$ cat config.mk
export PLATFORM = sky130hd
export DESIGN_NAME = stc_timer
export DESIGN_NICKNAME = d
export VERILOG_FILES = /design/src/design/stc_pkg.sv /design/src/design/stc_presc_if.sv /design/src/design/stc_prescaler.sv /design/src/design/stc_timer.sv
export SDC_FILE = /design/constraint.sdc
export NUM_CORES = 1
export LEC_CHECK = 0
export BUFFER_PORTS_ARGS = -buffer_cell sky130_fd_sc_hd__buf_2
export CORE_ASPECT_RATIO = 0.75
export CORE_MARGIN = 4
export CORE_UTILIZATION = 40
export CTS_CLUSTER_DIAMETER = 100
export DETAILED_ROUTE_END_ITERATION = 10
export GPL_TIMING_DRIVEN = 1
export MAX_ROUTING_LAYER = met4
export PLACE_DENSITY = 0.65
export SYNTH_ARGS = -nofsm -noshare
export SYNTH_HDL_FRONTEND = slang
export SYNTH_SLANG_ARGS = --single-unit
$ cat constraint.sdc
create_clock -name clk_i -period 4 [get_ports clk_i]
set_clock_uncertainty 0.2 [all_clocks]
set_input_delay 0.8 -clock clk_i [delete_from_list [all_inputs] [get_ports clk_i]]
set_output_delay 0.8 -clock clk_i [all_outputs]
set_load 0.01 [all_outputs]
$ cat src/design/stc_pkg.sv
// Purpose: shared constants and state types of the sixteen bit timer counter
// Assumes: 32-bit APB, byte addresses, one register per aligned word
// Notes: clk_i is the oscillator clock; the instruction cycle is four of it
package stc_pkg;
  localparam int STC_ADDR_W = 12;
  localparam logic [11:0] STC_OFF_CTRL = 12'h010;
  localparam logic [11:0] STC_OFF_CNT_LO = 12'h014;
  localparam logic [11:0] STC_OFF_CNT_HI = 12'h018;
  localparam logic [11:0] STC_OFF_FLAG = 12'h01C;
  localparam logic [11:0] STC_OFF_IRQEN = 12'h020;
  localparam int STC_RUN_BIT = 0;
  localparam int STC_CS_BIT = 1;
  localparam int STC_NOSYNC_BIT = 2;
  localparam int STC_OSC_BIT = 3;
  localparam int STC_PS_LSB = 4;
  localparam int STC_PS_MSB = 5;
  localparam int STC_FLAG_BIT = 0;
  localparam int STC_IRQEN_BIT = 0;
  localparam logic [7:0] STC_CTRL_MASK = 8'h3F;
  localparam logic [7:0] STC_CTRL_RST = 8'h00;
  localparam logic [15:0] STC_CNT_MAX = 16'hFFFF;
  localparam logic [15:0] STC_CNT_ZERO = 16'h0000;
  localparam int STC_CLK_MHZ = 250;
  localparam int STC_OSC_PER_INSTR = 4;
  localparam logic [1:0] STC_PHASE_LAST = 2'(STC_OSC_PER_INSTR - 1);
  localparam logic [1:0] STC_PS_DIV1 = 2'h0;
  localparam logic [1:0] STC_PS_DIV2 = 2'h1;
  localparam logic [1:0] STC_PS_DIV4 = 2'h2;
  localparam logic [1:0] STC_PS_DIV8 = 2'h3;

  typedef struct packed {
    logic [2:0] cnt;
    logic tick;
  } stc_presc_type;

  typedef struct packed {
    logic [7:0] ctrl;
    logic flag;
    logic irq_en;
    logic armed;
    logic src_prev;
    logic [1:0] phase;
    logic sync_tick;
    logic pready;
    logic pslverr;
    logic [31:0] prdata;
    logic irq;
    logic [1:0] pin_rd;
    logic osc_on;
  } stc_main_type;
endpackage

$ cat src/design/stc_presc_if.sv
// Purpose: carrier between the timer core and its prescaler
// Assumes: both ends run on clk_i
// Notes: edge and clear are one-cycle pulses, tick is one cycle from a flop
`timescale 1ns/1ps
interface stc_presc_if;
  logic edge_in;
  logic clear;
  logic [1:0] sel;
  logic tick;
  modport ctrl (output edge_in, output clear, output sel, input tick);
  modport presc (input edge_in, input clear, input sel, output tick);
endinterface

$ cat src/design/stc_prescaler.sv
// Purpose: 1/2/4/8 divider of count edges
// Assumes: edge_in pulses at most once per cycle
// Notes: a clear wins over an arriving edge
`timescale 1ns/1ps
module stc_prescaler
  import stc_pkg::*;
(
  input wire logic clk_i,
  input wire logic arst_n_i,
  stc_presc_if.presc pif
);
  stc_presc_type state;
  stc_presc_type next_state;

  function automatic logic [2:0] stc_div_limit(input logic [1:0] sel);
    case (sel)
      STC_PS_DIV1: stc_div_limit = 3'h0;
      STC_PS_DIV2: stc_div_limit = 3'h1;
      STC_PS_DIV4: stc_div_limit = 3'h3;
      default: stc_div_limit = 3'h7;
    endcase
  endfunction

  ////////////////////////////////////////////////////////////////////////////
  always_comb begin
    next_state = state;
    next_state.tick = 1'b0;
    if (pif.clear) begin
      next_state.cnt = 3'h0;
    end else if (pif.edge_in) begin
      if (state.cnt >= stc_div_limit(pif.sel)) begin
        next_state.cnt = 3'h0;
        next_state.tick = 1'b1;
      end else begin
        next_state.cnt = state.cnt + 3'h1;
      end
    end
  end

  always_ff @(posedge clk_i or negedge arst_n_i) begin
    if (!arst_n_i) begin
      state <= '0;
    end else begin
      state <= next_state;
    end
  end

  assign pif.tick = state.tick;

  ////////////////////////////////////////////////////////////////////////////
  presc_clear_a: assert property (
    @(posedge clk_i) disable iff (!arst_n_i)
    pif.clear |=> (state.cnt == 3'h0) && !state.tick)
    else $error("prescaler not cleared");

  presc_div8_a: assert property (
    @(posedge clk_i) disable iff (!arst_n_i)
    ($past(pif.sel) == STC_PS_DIV8) && state.tick && !$past(pif.clear) |-> $past(state.cnt) == 3'h7)
    else $error("divide by eight tick at wrong count");
endmodule

$ cat src/design/stc_timer.sv
// Purpose: sixteen bit timer counter with APB registers
// Assumes: all pins synchronous to clk_i; clk_i is the oscillator clock
// Notes: count bytes have no reset; software must load them first
// Behaviour
// - sixteen bit up count, two bytes, wraps
// - wrap sets sticky overflow flag bit 0
// - enable bit 0 gates flag to irq
// - control bit 1 picks external or internal
// - timer mode counts once per instruction cycle
// - counter mode counts rising edges only
// - counter mode waits for first falling edge
// - control bit 0 runs; stopped holds count
// - bits 5:4 divide by 1/2/4/8
// - bit 2 zero synchronises external input
// - internal mode ignores synchronise bit
// - bit 3 powers dedicated oscillator inverter
// - oscillator on forces pins input, read zero
// - either compare unit can clear count
// - control bits 7:6 read zero, others RW
// - synchronisation sits after the prescaler
// - software write beats compare clear
// - count write clears the prescaler
// - power reset clears control, not count
//
// The APB register port was left to the implementer.
`timescale 1ns/1ps
module stc_timer
  import stc_pkg::*;
(
  input wire logic clk_i,
  input wire logic arst_n_i,
  input wire logic psel_i,
  input wire logic penable_i,
  input wire logic pwrite_i,
  input wire logic [11:0] paddr_i,
  input wire logic [31:0] pwdata_i,
  output logic [31:0] prdata_o,
  output logic pready_o,
  output logic pslverr_o,
  input wire logic external_count_pin_i,
  input wire logic osc_input_pin_i,
  input wire logic compare_reset_a_i,
  input wire logic compare_reset_b_i,
  input wire logic [1:0] port_pins_i,
  output logic [1:0] port_pins_read_o,
  output logic osc_pins_force_input_o,
  output logic osc_inverter_enable_o,
  output logic overflow_irq_o
);
  stc_main_type state;
  stc_main_type next_state;
  logic [15:0] count;
  logic [15:0] next_count;
  logic timer_run;
  logic count_source_select;
  logic no_sync_select;
  logic dedicated_osc_enable;
  logic [1:0] prescale_select;
  logic src;
  logic rise;
  logic fall;
  logic instr_tick;
  logic count_inc;
  logic cmp_clear;
  logic wr_go;
  logic wr_lo;
  logic wr_hi;
  logic cnt_write;
  logic wrap;

  stc_presc_if pif ();

  function automatic logic stc_hit(input logic [11:0] addr, input logic [11:0] off);
    stc_hit = (addr == off);
  endfunction

  ////////////////////////////////////////////////////////////////////////////
  // control fields
  assign timer_run = state.ctrl[STC_RUN_BIT];
  assign count_source_select = state.ctrl[STC_CS_BIT];
  assign no_sync_select = state.ctrl[STC_NOSYNC_BIT];
  assign dedicated_osc_enable = state.ctrl[STC_OSC_BIT];
  assign prescale_select = state.ctrl[STC_PS_MSB:STC_PS_LSB];

  ////////////////////////////////////////////////////////////////////////////
  // edge sources
  // oscillator input pin when the oscillator runs, else the count pin
  assign src = dedicated_osc_enable ? osc_input_pin_i : external_count_pin_i;
  assign rise = src && !state.src_prev;
  assign fall = !src && state.src_prev;
  assign instr_tick = (state.phase == STC_PHASE_LAST);

  // prescaler sees only armed rising edges or instruction ticks
  assign pif.edge_in = timer_run && (count_source_select ? (rise && state.armed) : instr_tick);
  assign pif.sel = prescale_select;
  assign pif.clear = cnt_write;

  stc_prescaler u_presc (
    .clk_i(clk_i),
    .arst_n_i(arst_n_i),
    .pif(pif.presc)
  );

  // synchronised path takes the prescaler output one stage later
  always_comb begin
    if (!count_source_select) begin
      count_inc = pif.tick;
    end else if (no_sync_select) begin
      count_inc = pif.tick;
    end else begin
      count_inc = state.sync_tick;
    end
  end

  ////////////////////////////////////////////////////////////////////////////
  // bus decode
  assign wr_go = psel_i && penable_i && state.pready && pwrite_i;
  assign wr_lo = wr_go && stc_hit(paddr_i, STC_OFF_CNT_LO);
  assign wr_hi = wr_go && stc_hit(paddr_i, STC_OFF_CNT_HI);
  assign cnt_write = wr_lo || wr_hi;
  assign cmp_clear = compare_reset_a_i || compare_reset_b_i;
  assign wrap = timer_run && count_inc && (count == STC_CNT_MAX) && !cnt_write && !cmp_clear;

  ////////////////////////////////////////////////////////////////////////////
  // count
  always_comb begin
    next_count = count;
    if (cnt_write) begin
      if (wr_lo) begin
        next_count[7:0] = pwdata_i[7:0];
      end
      if (wr_hi) begin
        next_count[15:8] = pwdata_i[7:0];
      end
    end else if (cmp_clear) begin
      next_count = STC_CNT_ZERO;
    end else if (timer_run && count_inc) begin
      next_count = count + 16'h0001;
    end
  end

  // count is deliberately left out of the reset
  always_ff @(posedge clk_i) begin
    count <= next_count;
  end

  ////////////////////////////////////////////////////////////////////////////
  // state
  always_comb begin
    next_state = state;
    next_state.src_prev = src;
    next_state.phase = state.phase + 2'h1;
    next_state.sync_tick = pif.tick && count_source_select;
    next_state.armed = timer_run && count_source_select && (state.armed || fall);
    next_state.pready = psel_i && penable_i && !state.pready;
    next_state.pslverr = 1'b0;
    if (psel_i && penable_i && !state.pready) begin
      next_state.prdata = 32'h0000_0000;
      if (stc_hit(paddr_i, STC_OFF_CTRL)) begin
        next_state.prdata[7:0] = state.ctrl & STC_CTRL_MASK;
      end else if (stc_hit(paddr_i, STC_OFF_CNT_LO)) begin
        next_state.prdata[7:0] = count[7:0];
      end else if (stc_hit(paddr_i, STC_OFF_CNT_HI)) begin
        next_state.prdata[7:0] = count[15:8];
      end else if (stc_hit(paddr_i, STC_OFF_FLAG)) begin
        next_state.prdata[STC_FLAG_BIT] = state.flag;
      end else if (stc_hit(paddr_i, STC_OFF_IRQEN)) begin
        next_state.prdata[STC_IRQEN_BIT] = state.irq_en;
      end else begin
        next_state.pslverr = 1'b1;
      end
    end
    if (wr_go && stc_hit(paddr_i, STC_OFF_CTRL)) begin
      next_state.ctrl = pwdata_i[7:0] & STC_CTRL_MASK;
    end
    if (wr_go && stc_hit(paddr_i, STC_OFF_FLAG)) begin
      next_state.flag = pwdata_i[STC_FLAG_BIT];
    end
    if (wrap) begin
      next_state.flag = 1'b1;
    end
    if (wr_go && stc_hit(paddr_i, STC_OFF_IRQEN)) begin
      next_state.irq_en = pwdata_i[STC_IRQEN_BIT];
    end
    next_state.irq = next_state.flag && next_state.irq_en;
    next_state.osc_on = next_state.ctrl[STC_OSC_BIT];
    next_state.pin_rd = next_state.ctrl[STC_OSC_BIT] ? 2'h0 : port_pins_i;
  end

  always_ff @(posedge clk_i or negedge arst_n_i) begin
    if (!arst_n_i) begin
      state <= '0;
    end else begin
      state <= next_state;
    end
  end

  ////////////////////////////////////////////////////////////////////////////
  // outputs
  assign prdata_o = state.prdata;
  assign pready_o = state.pready;
  assign pslverr_o = state.pslverr;
  assign overflow_irq_o = state.irq;
  assign osc_inverter_enable_o = state.osc_on;
  assign osc_pins_force_input_o = state.osc_on;
  assign port_pins_read_o = state.pin_rd;

  ////////////////////////////////////////////////////////////////////////////
  // checks
  ctrl_top_zero_a: assert property (
    @(posedge clk_i) disable iff (!arst_n_i)
    state.ctrl[7:6] == 2'h0)
    else $error("control top bits not zero");

  overflow_set_a: assert property (
    @(posedge clk_i) disable iff (!arst_n_i)
    wrap |=> state.flag && (count == STC_CNT_ZERO) && overflow_irq_o == state.irq_en)
    else $error("wrap did not set flag");

  irq_mask_a: assert property (
    @(posedge clk_i) disable iff (!arst_n_i)
    !state.irq_en && !wr_go |=> !overflow_irq_o)
    else $error("masked irq forwarded");

  stop_hold_a: assert property (
    @(posedge clk_i) disable iff (!arst_n_i)
    !timer_run && !cnt_write && !cmp_clear |=> count == $past(count))
    else $error("stopped count moved");

  unarmed_hold_a: assert property (
    @(posedge clk_i) disable iff (!arst_n_i)
    count_source_select && !state.armed |-> !pif.edge_in)
    else $error("edge taken before falling edge");

  timer_rate_a: assert property (
    @(posedge clk_i) disable iff (!arst_n_i)
    (timer_run && !count_source_select && prescale_select == STC_PS_DIV1 && instr_tick && !pif.clear)
    |=> pif.tick ##1 !pif.tick [*3])
    else $error("timer mode rate wrong");

  write_wins_a: assert property (
    @(posedge clk_i) disable iff (!arst_n_i)
    wr_lo && cmp_clear |=> count[7:0] == $past(pwdata_i[7:0]))
    else $error("compare clear beat write");

  cmp_clear_a: assert property (
    @(posedge clk_i) disable iff (!arst_n_i)
    cmp_clear && !wr_go |=> count == STC_CNT_ZERO && $stable(state.flag))
    else $error("compare clear failed");

  osc_read_zero_a: assert property (
    @(posedge clk_i) disable iff (!arst_n_i)
    dedicated_osc_enable |-> port_pins_read_o == 2'h0 && osc_pins_force_input_o)
    else $error("oscillator pins not forced");

  sync_delay_a: assert property (
    @(posedge clk_i) disable iff (!arst_n_i)
    count_source_select && !no_sync_select && $past(count_source_select)
    |-> count_inc == $past(pif.tick))
    else $error("synchronised path not one stage late");

  rise_only_a: assert property (
    @(posedge clk_i) disable iff (!arst_n_i)
    count_source_select && pif.edge_in |-> src && !state.src_prev)
    else $error("counted a non rising edge");

  armed_rise_a: assert property (
    @(posedge clk_i) disable iff (!arst_n_i)
    $rose(state.armed) |-> $past(fall))
    else $error("armed without a falling edge");

  armed_drop_a: assert property (
    @(posedge clk_i) disable iff (!arst_n_i)
    !timer_run || !count_source_select |=> !state.armed)
    else $error("armed kept while stopped");

  inc_step_a: assert property (
    @(posedge clk_i) disable iff (!arst_n_i)
    timer_run && count_inc && !cnt_write && !cmp_clear |=> count == $past(count) + 16'h0001)
    else $error("count did not step by one");

  flag_sticky_a: assert property (
    @(posedge clk_i) disable iff (!arst_n_i)
    state.flag && !wr_go |=> state.flag)
    else $error("overflow flag lost");

  irq_follow_a: assert property (
    @(posedge clk_i) disable iff (!arst_n_i)
    state.flag && state.irq_en |-> overflow_irq_o)
    else $error("enabled overflow not forwarded");

  src_select_a: assert property (
    @(posedge clk_i) disable iff (!arst_n_i)
    timer_run && count_source_select && state.armed |-> pif.edge_in == rise)
    else $error("external edge not taken");

  instr_rate_a: assert property (
    @(posedge clk_i) disable iff (!arst_n_i)
    instr_tick |=> !instr_tick [*3] ##1 instr_tick)
    else $error("instruction tick spacing wrong");

  fall_ignored_a: assert property (
    @(posedge clk_i) disable iff (!arst_n_i)
    count_source_select && fall |-> !pif.edge_in)
    else $error("falling edge counted");

  stop_no_edge_a: assert property (
    @(posedge clk_i) disable iff (!arst_n_i)
    !timer_run |-> !pif.edge_in)
    else $error("edge taken while stopped");

  nosync_path_a: assert property (
    @(posedge clk_i) disable iff (!arst_n_i)
    count_source_select && no_sync_select |-> count_inc == pif.tick)
    else $error("unsynchronised path delayed");

  internal_path_a: assert property (
    @(posedge clk_i) disable iff (!arst_n_i)
    !count_source_select |-> count_inc == pif.tick)
    else $error("internal path depends on sync bit");

  osc_power_a: assert property (
    @(posedge clk_i) disable iff (!arst_n_i)
    osc_inverter_enable_o == dedicated_osc_enable)
    else $error("oscillator inverter enable wrong");

  pins_pass_a: assert property (
    @(posedge clk_i) disable iff (!arst_n_i)
    $past(arst_n_i) && !dedicated_osc_enable |-> port_pins_read_o == $past(port_pins_i))
    else $error("port pins not passed through");

  ctrl_reset_a: assert property (
    @(posedge clk_i) disable iff (!arst_n_i)
    !$past(arst_n_i) |-> state.ctrl == STC_CTRL_RST)
    else $error("control not cleared by reset");

  read_low_a: assert property (
    @(posedge clk_i) disable iff (!arst_n_i)
    psel_i && penable_i && !state.pready && !pwrite_i && paddr_i == STC_OFF_CNT_LO
    |=> prdata_o == {24'h000000, $past(count[7:0])})
    else $error("low byte read wrong");

  write_high_a: assert property (
    @(posedge clk_i) disable iff (!arst_n_i)
    wr_hi |=> count[15:8] == $past(pwdata_i[7:0]) && count[7:0] == $past(count[7:0]))
    else $error("high byte write wrong");
endmodule

==> impl_metrics.yaml, run 1 <==
floorplanning:
  num_io_pins: 94
  die_w_um: 107.3
  die_y_um: 82.44
  start_util_pct: 42.25
  rows: 26
  dieArea_um2: 8842
  core_um2: 6994
setup_path:
  crit_slowest_cell: "or4_1"
  worstPathArrival_ns: 2.99
  worst_setup_path_end_kind: "flip-flop"
  crit_required_ns: 3.76
  worstPathMaxFanout: 10
  critPathBufInv: 1
  path_cells: "buf_2, or4_1, or4_4, o21ai_4, o21a_1"
  startpoint_type: "primary input"
  slowest_delay_ns: 0.70
  cp_top_family: "simple AND/OR/NAND/NOR gates"
  crit_type: "in2reg"
logic_synthesis:
  synth_ff_type: "dfrtp_1"
  synth_edf_count: 16
  synth_top_cells_by_area: "dfrtp_1 (25%), edfxtp_1 (16%), buf_4 (8.9%)"
  synth_warnings: 0
  async_flop_share_pct: 65.22
  syn_inst: 296
  yosys.area.top_type: "dfrtp_1"
  synth_area_um2: 2955
  yosysMostFrequentCell: "buf_4"
  syn_area_per_cell_um2: 9.984
  synthDistinctLibCells: 57
  synth_commonest_cells: "buf_4 (35), dfrtp_1 (30), nand2_1 (21)"
  ys_seq_area_share_pct: 41.66
  synth_top_area_share_pct: 25.40
  ys_ff_latch: 46
place:
  hpwl_um: 5312
  globalplace.congestion: 0.9267
  pre_cts_ws_ns: 0.4460
  placed_cell_area_um2: 3087
  io_buffers: 45
global_routing:
  antenna_found_initial: 0
  grt_pass1_vias: 2028
  grt_max_degree: 31
  grt_pass1_wl_um: 10830
  grt.overflow.total: 0
  grt_use_total_pct: 16.46
final_layout:
  area_growth_syn_to_layout_pct: 7.536
  antenna_cells: 0
  drive_gt1_share_pct: 22.12
  final_util_pct: 45.44
  stdcell_area_um2: 3178
  nets: 390
detailed_routing:
  drtIter0Drc: 158
  wl_um: 6922
  dr_wl_met3_um: 703
  vias: 2234
  avgRoutedWirePerCell_um: 16.17
  wl_met2_um: 2792
  drtPass1Iterations: 4
  drc: 0
  drt-met1-wl_um: 3374
  ant_nets: 0
  dr.max_layer_used: "met4"
  viasPerCell: 5.220
timing:
  fin_crit_ns: 3.232
  finalSetupViolations: 0
  hold_viol_final: 0
  fmax_mhz: 309.4
  rsz0062_at_grt: "no"
  drv_slew: 0
  tightest_slew_ns: 0.7666
  setup_ws_ns: 0.7676
  post-route-period-util_pct: 80.81
  tns_ns: 0
  max_slew_margin_pct: 48.42
flow_run:
  drv_cap: 0
cts:
  clk_latency_ns: 0.30
  root_buffer: "clkbuf_8"
  cts_buffers: 5
  post-cts-setup-buffer-count: 0
  clkTransAtPathRegs_ns: 0.09
  htreeDepth: 2
  cts_buffer_depth: 2
  cts_sinks: 46
  cts_tree: "done"
  holdBufCountCts: 0
  cts.repair.resized: 0
power:
  ir_worst_vdd_mv: 0.1176
  p_leak_nw: 1.366
  cellPowerDensity_nw_per_um2: 298.6
run_status:
  outcome: "completed"
hold_path:
  hp-class: "reg2reg"
through the flow:
step | cells | hold slack, ns | power (W)
after floorplan | 319 | 0.2006 | 0.0006340
after global placement | 420 | 0.2130 | 0.0006576
after detailed placement | 420 | 0.2222 | 0.0006592
after CTS | 428 | 0.2341 | 0.0009525
after global routing | 428 | 0.2628 | 0.0009877
final | 428 | 0.2402 | 0.0009489
placed cells by master, fill, tap and decap left out, drive strengths merged, types with 7 or more instances in the layout:
cell type | Yosys | layout
nand3 | 16 | 16
o2bb2ai | 12 | 12
inv | 12 | 12
edfxtp | 16 | 16
xnor2 | 9 | 9
a211oi | 9 | 9
nor2 | 11 | 11
clkbuf | 5 | 7
conb | 1 | 24
nor3 | 9 | 9
nor4 | 9 | 9
nand2 | 21 | 21
buf | 40 | 48
dfrtp | 30 | 30
nand4 | 7 | 7
o21ai | 12 | 12
final timing paths:
kind                                     start  depth (start not counted)  slack [ns]                       to
max                                 paddr_i[7]                          5        0.77      count[12]$_DFFE_PP_
min                        state[39]$_DFF_PN0_                          1        0.24      state[39]$_DFF_PN0_
max reg2reg                 pready_o$_DFF_PN0_                          4        1.52      count[12]$_DFFE_PP_
min reg2reg                state[39]$_DFF_PN0_                          1        0.24      state[39]$_DFF_PN0_
max in group asynchronous             arst_n_i                          1        2.86  prdata_o[0]$_DFFE_PN0P_
min in group asynchronous             arst_n_i                          1        0.32  prdata_o[2]$_DFFE_PN0P_
kinds of logic (layout without fill, tap and decap cells):
logic type / count (synthesis) / after routing / share of synthesized area [%]
AOI/OAI and AO/OA: 62 / 62 / 15.50
xor gates and xnor gates: 14 / 14 / 4.149
adders and majority gates: 6 / 6 / 2.540
buffers and inverters: 57 / 68 / 12.53
DFF: 46 / 46 / 41.66
muxes: 8 / 8 / 2.963
other: 1 / 24 / 0.1269
and+or+nand+nor: 102 / 102 / 20.53
worst reg2reg max path, cell delays in order (launching register included):
cell,delay (ns)
dfrtp_1,0.37
nand4_1,0.25
or4_4,0.59
o21ai_4,0.29
o21a_1,0.43
final cells by class:
cell class                      count  area, um2
Clock buffer                        7      86.33
Clock inverter                      1      5.005
Fill cell                         712       3816
Inverter                           12      45.04
Multi-Input combinational cell    216       1440
Sequential cell                    46       1231
Tap cell                           98      122.6
Timing Repair Buffer               48      247.7
routing by layer:
metal	global-route usage (%)	vias up
li1	-	1107
met3	3.652	7
met1	24.64	1032
met5	-	-
met2	22.41	88
met4	3.831	0
state kept, by name (all words and copies together), names as in the netlist:
| name | count |
|---|---|
| count | 16 |
| count_source_select | 1 |
| u_presc.pif.tick | 1 |
| osc_inverter_enable_o | 1 |
| pif.sel | 2 |
| overflow_irq_o | 1 |
| pslverr_o | 1 |
| u_presc.state | 3 |
| no_sync_select | 1 |
| prdata_o | 8 |
| port_pins_read_o | 2 |
| state | 8 |
| pready_o | 1 |
power breakdown:
part	internal (W)	leakage, nW	switching [W]
logic	0.0000429	0.754	0.0000726
clock network	0.000140	0.0482	0.000160
registers	0.000511	0.564	0.0000236
total	0.000693	1.37	0.000256
Power figures use the tool's default switching activity.
==> inputs of run 2 (changes only) <==
--- a/config.mk
+++ b/config.mk
@@ -13,7 +13,7 @@
 export DETAILED_ROUTE_END_ITERATION = 10
 export GPL_TIMING_DRIVEN = 1
 export MAX_ROUTING_LAYER = met4
-export PLACE_DENSITY = 0.65
+export PLACE_DENSITY = 0.68
 export SYNTH_ARGS = -nofsm -noshare
 export SYNTH_HDL_FRONTEND = slang
 export SYNTH_SLANG_ARGS = --single-unit
==> constraint.sdc (replaced) <==
create_clock -name clk_i -period 2.67 [get_ports clk_i]
set_clock_uncertainty 0.2 [all_clocks]
set_input_delay 0.534 -clock clk_i [delete_from_list [all_inputs] [get_ports clk_i]]
set_output_delay 0.534 -clock clk_i [all_outputs]
set_load 0.01 [all_outputs]
==> run 2 against run 1 <==
  * Core utilization increased by 3.1 points
  * Combinational power increased by 64%
  * Setup slack got worse by 0.56 ns
  * Final cell count increased by 2.6%
  * First-iteration DRC count increased by 30%
  * Critical endpoint is now count[7]$_DFFE_PP_
==> impl_metrics.yaml, run 2 (synthesis gave the netlist of run 1 again) <==
run_status:
  outcome: "completed"
final_layout:
  nets: 401
  drive_gt1_share_pct: 28.74
  regMostFlops: "count"
  mostFrequentLayoutCells: "buf_2 (45), dfrtp_1 (30), conb_1 (24)"
  antenna_cells: 0
  largest_reg_flops: 16
  area_growth_syn_to_layout_pct: 14.82
  final_common_cell: "buf_2"
power:
  p_leak_nw: 1.466
  cellPowerDensity_nw_per_um2: 436.0
  ir_worst_vdd_mv: 0.2403
setup_path:
  reg2reg_depth: 5
  regToRegSetupSlack_ns: 0.40
  crit_type: "in2reg"
  cpMostUsedCell: "or4_4"
  path_cells: "buf_2, or4_4, or4_4, o21ai_4, buf_4, o21ai_0"
  worstPathMaxFanout: 15
  cp_top_family: "simple AND/OR/NAND/NOR gates"
  worstPathArrival_ns: 2.31
  slowest_delay_ns: 0.52
  startpoint_type: "primary input"
  r2r_start: "pready_o$_DFF_PN0_"
  r2r-end: "count[7]$_DFFE_PP_"
  worst_setup_path_end_kind: "flip-flop"
  crit_required_ns: 2.51
  critPathBufInv: 2
  crit_slowest_cell: "or4_4"
floorplanning:
  num_io_pins: 94
  core_um2: 6994
  dieArea_um2: 8842
  start_util_pct: 42.25
  die_w_um: 107.3
  die_y_um: 82.44
  rows: 26
cts:
  post-cts-setup-buffer-count: 0
  htreeDepth: 2
  clk_latency_ns: 0.30
  cts_tree: "done"
  holdBufCountCts: 0
  root_buffer: "clkbuf_8"
  clkTransAtPathRegs_ns: 0.09
  cts.repair.resized: 0
  cts_sinks: 46
  cts_buffers: 5
  cts_buffer_depth: 2
place:
  io_buffers: 45
  hpwl_um: 5618
  pre_cts_ws_ns: -0.08703
  globalplace.congestion: 0.9811
timing:
  rsz0062_at_grt: "no"
  fmax_mhz: 405.4
  whs_ns: 0.06521
  tightest_slew_ns: 0.6526
  setup_ws_ns: 0.2035
  hold_viol_final: 0
  drv_slew: 0
  finalSetupViolations: 0
  max_slew_margin_pct: 55.25
  fin_crit_ns: 2.467
  tns_ns: 0
  post-route-period-util_pct: 92.38
global_routing:
  grtUsageMet1_pct: 24.10
  met2_usage_pct: 26.09
  grt_max_degree: 31
  grt_pass1_wl_um: 11320
  antenna_found_initial: 0
  grt_util_met3_pct: 2.875
  grt_pass1_vias: 2215
  grt.overflow.total: 0
  grt-busiest-layer: "met2"
  grt_use_total_pct: 17.04
detailed_routing:
  drtIter0Drc: 206
  ant_nets: 0
  vias: 2355
  drtPass1Iterations: 4
  avgRoutedWirePerCell_um: 16.41
  wl_um: 7203
  drc: 0
  viasPerCell: 5.364
hold_path:
  hp-class: "in2async"
flow_run:
  drv_cap: 0
[run 2: cell types whose count changed in the layout (fill, tap and decap cells not counted), sizes merged]
cell	previous run	this run
buf	48	59
inv	12	13
clkbuf	7	6
[run 2: layer usage]
layer	routed length [um]	share of wire (%)	vias up
li1	-	-	1128
met3	530	7.4	2
met2	3278	46	80
met4	17	0.24	0
met5	0	0	-
met1	3378	47	1145
[run 2: area by class of cell]
| class | instances | area (um2) |
|---|---|---|
| fillers | 684 | 3601 |
| multi-input cells | 216 | 1531 |
| flip-flops and latches | 46 | 1231 |
| repair buffers | 59 | 355.3 |
| well taps | 98 | 122.6 |
| clock buffers | 6 | 93.84 |
| inverters | 12 | 45.04 |
| clock inverters | 2 | 13.76 |
[run 2: stage by stage]
stage,total power [W],utilization [%],area (um2),std cells
5_1_grt,0.001553,48.52,3393,439
2_1_floorplan,0.0009578,-,3139,319
3_5_place_dp,0.001004,46.98,3286,431
3_3_place_gp,0.0009980,46.98,3286,431
6_report,0.001480,48.52,3393,439
4_1_cts,0.001491,48.52,3393,439
[run 2: where the power goes]
group          total [W]  switching, W  internal, W
clock           0.000490      0.000247     0.000243
combinational   0.000190      0.000117    0.0000734
sequential      0.000799     0.0000341     0.000765
[run 2: how the worst max path moves through the flow]
stage,start,end,cells after the start
floorplan,paddr_i[7],count[0]$_DFFE_PP_,6
global placement,paddr_i[7],count[5]$_DFFE_PP_,6
detailed placement,paddr_i[7],count[7]$_DFFE_PP_,6
CTS,paddr_i[7],count[7]$_DFFE_PP_,6
global route,paddr_i[7],count[13]$_DFFE_PP_,6
finish,paddr_i[7],count[7]$_DFFE_PP_,6
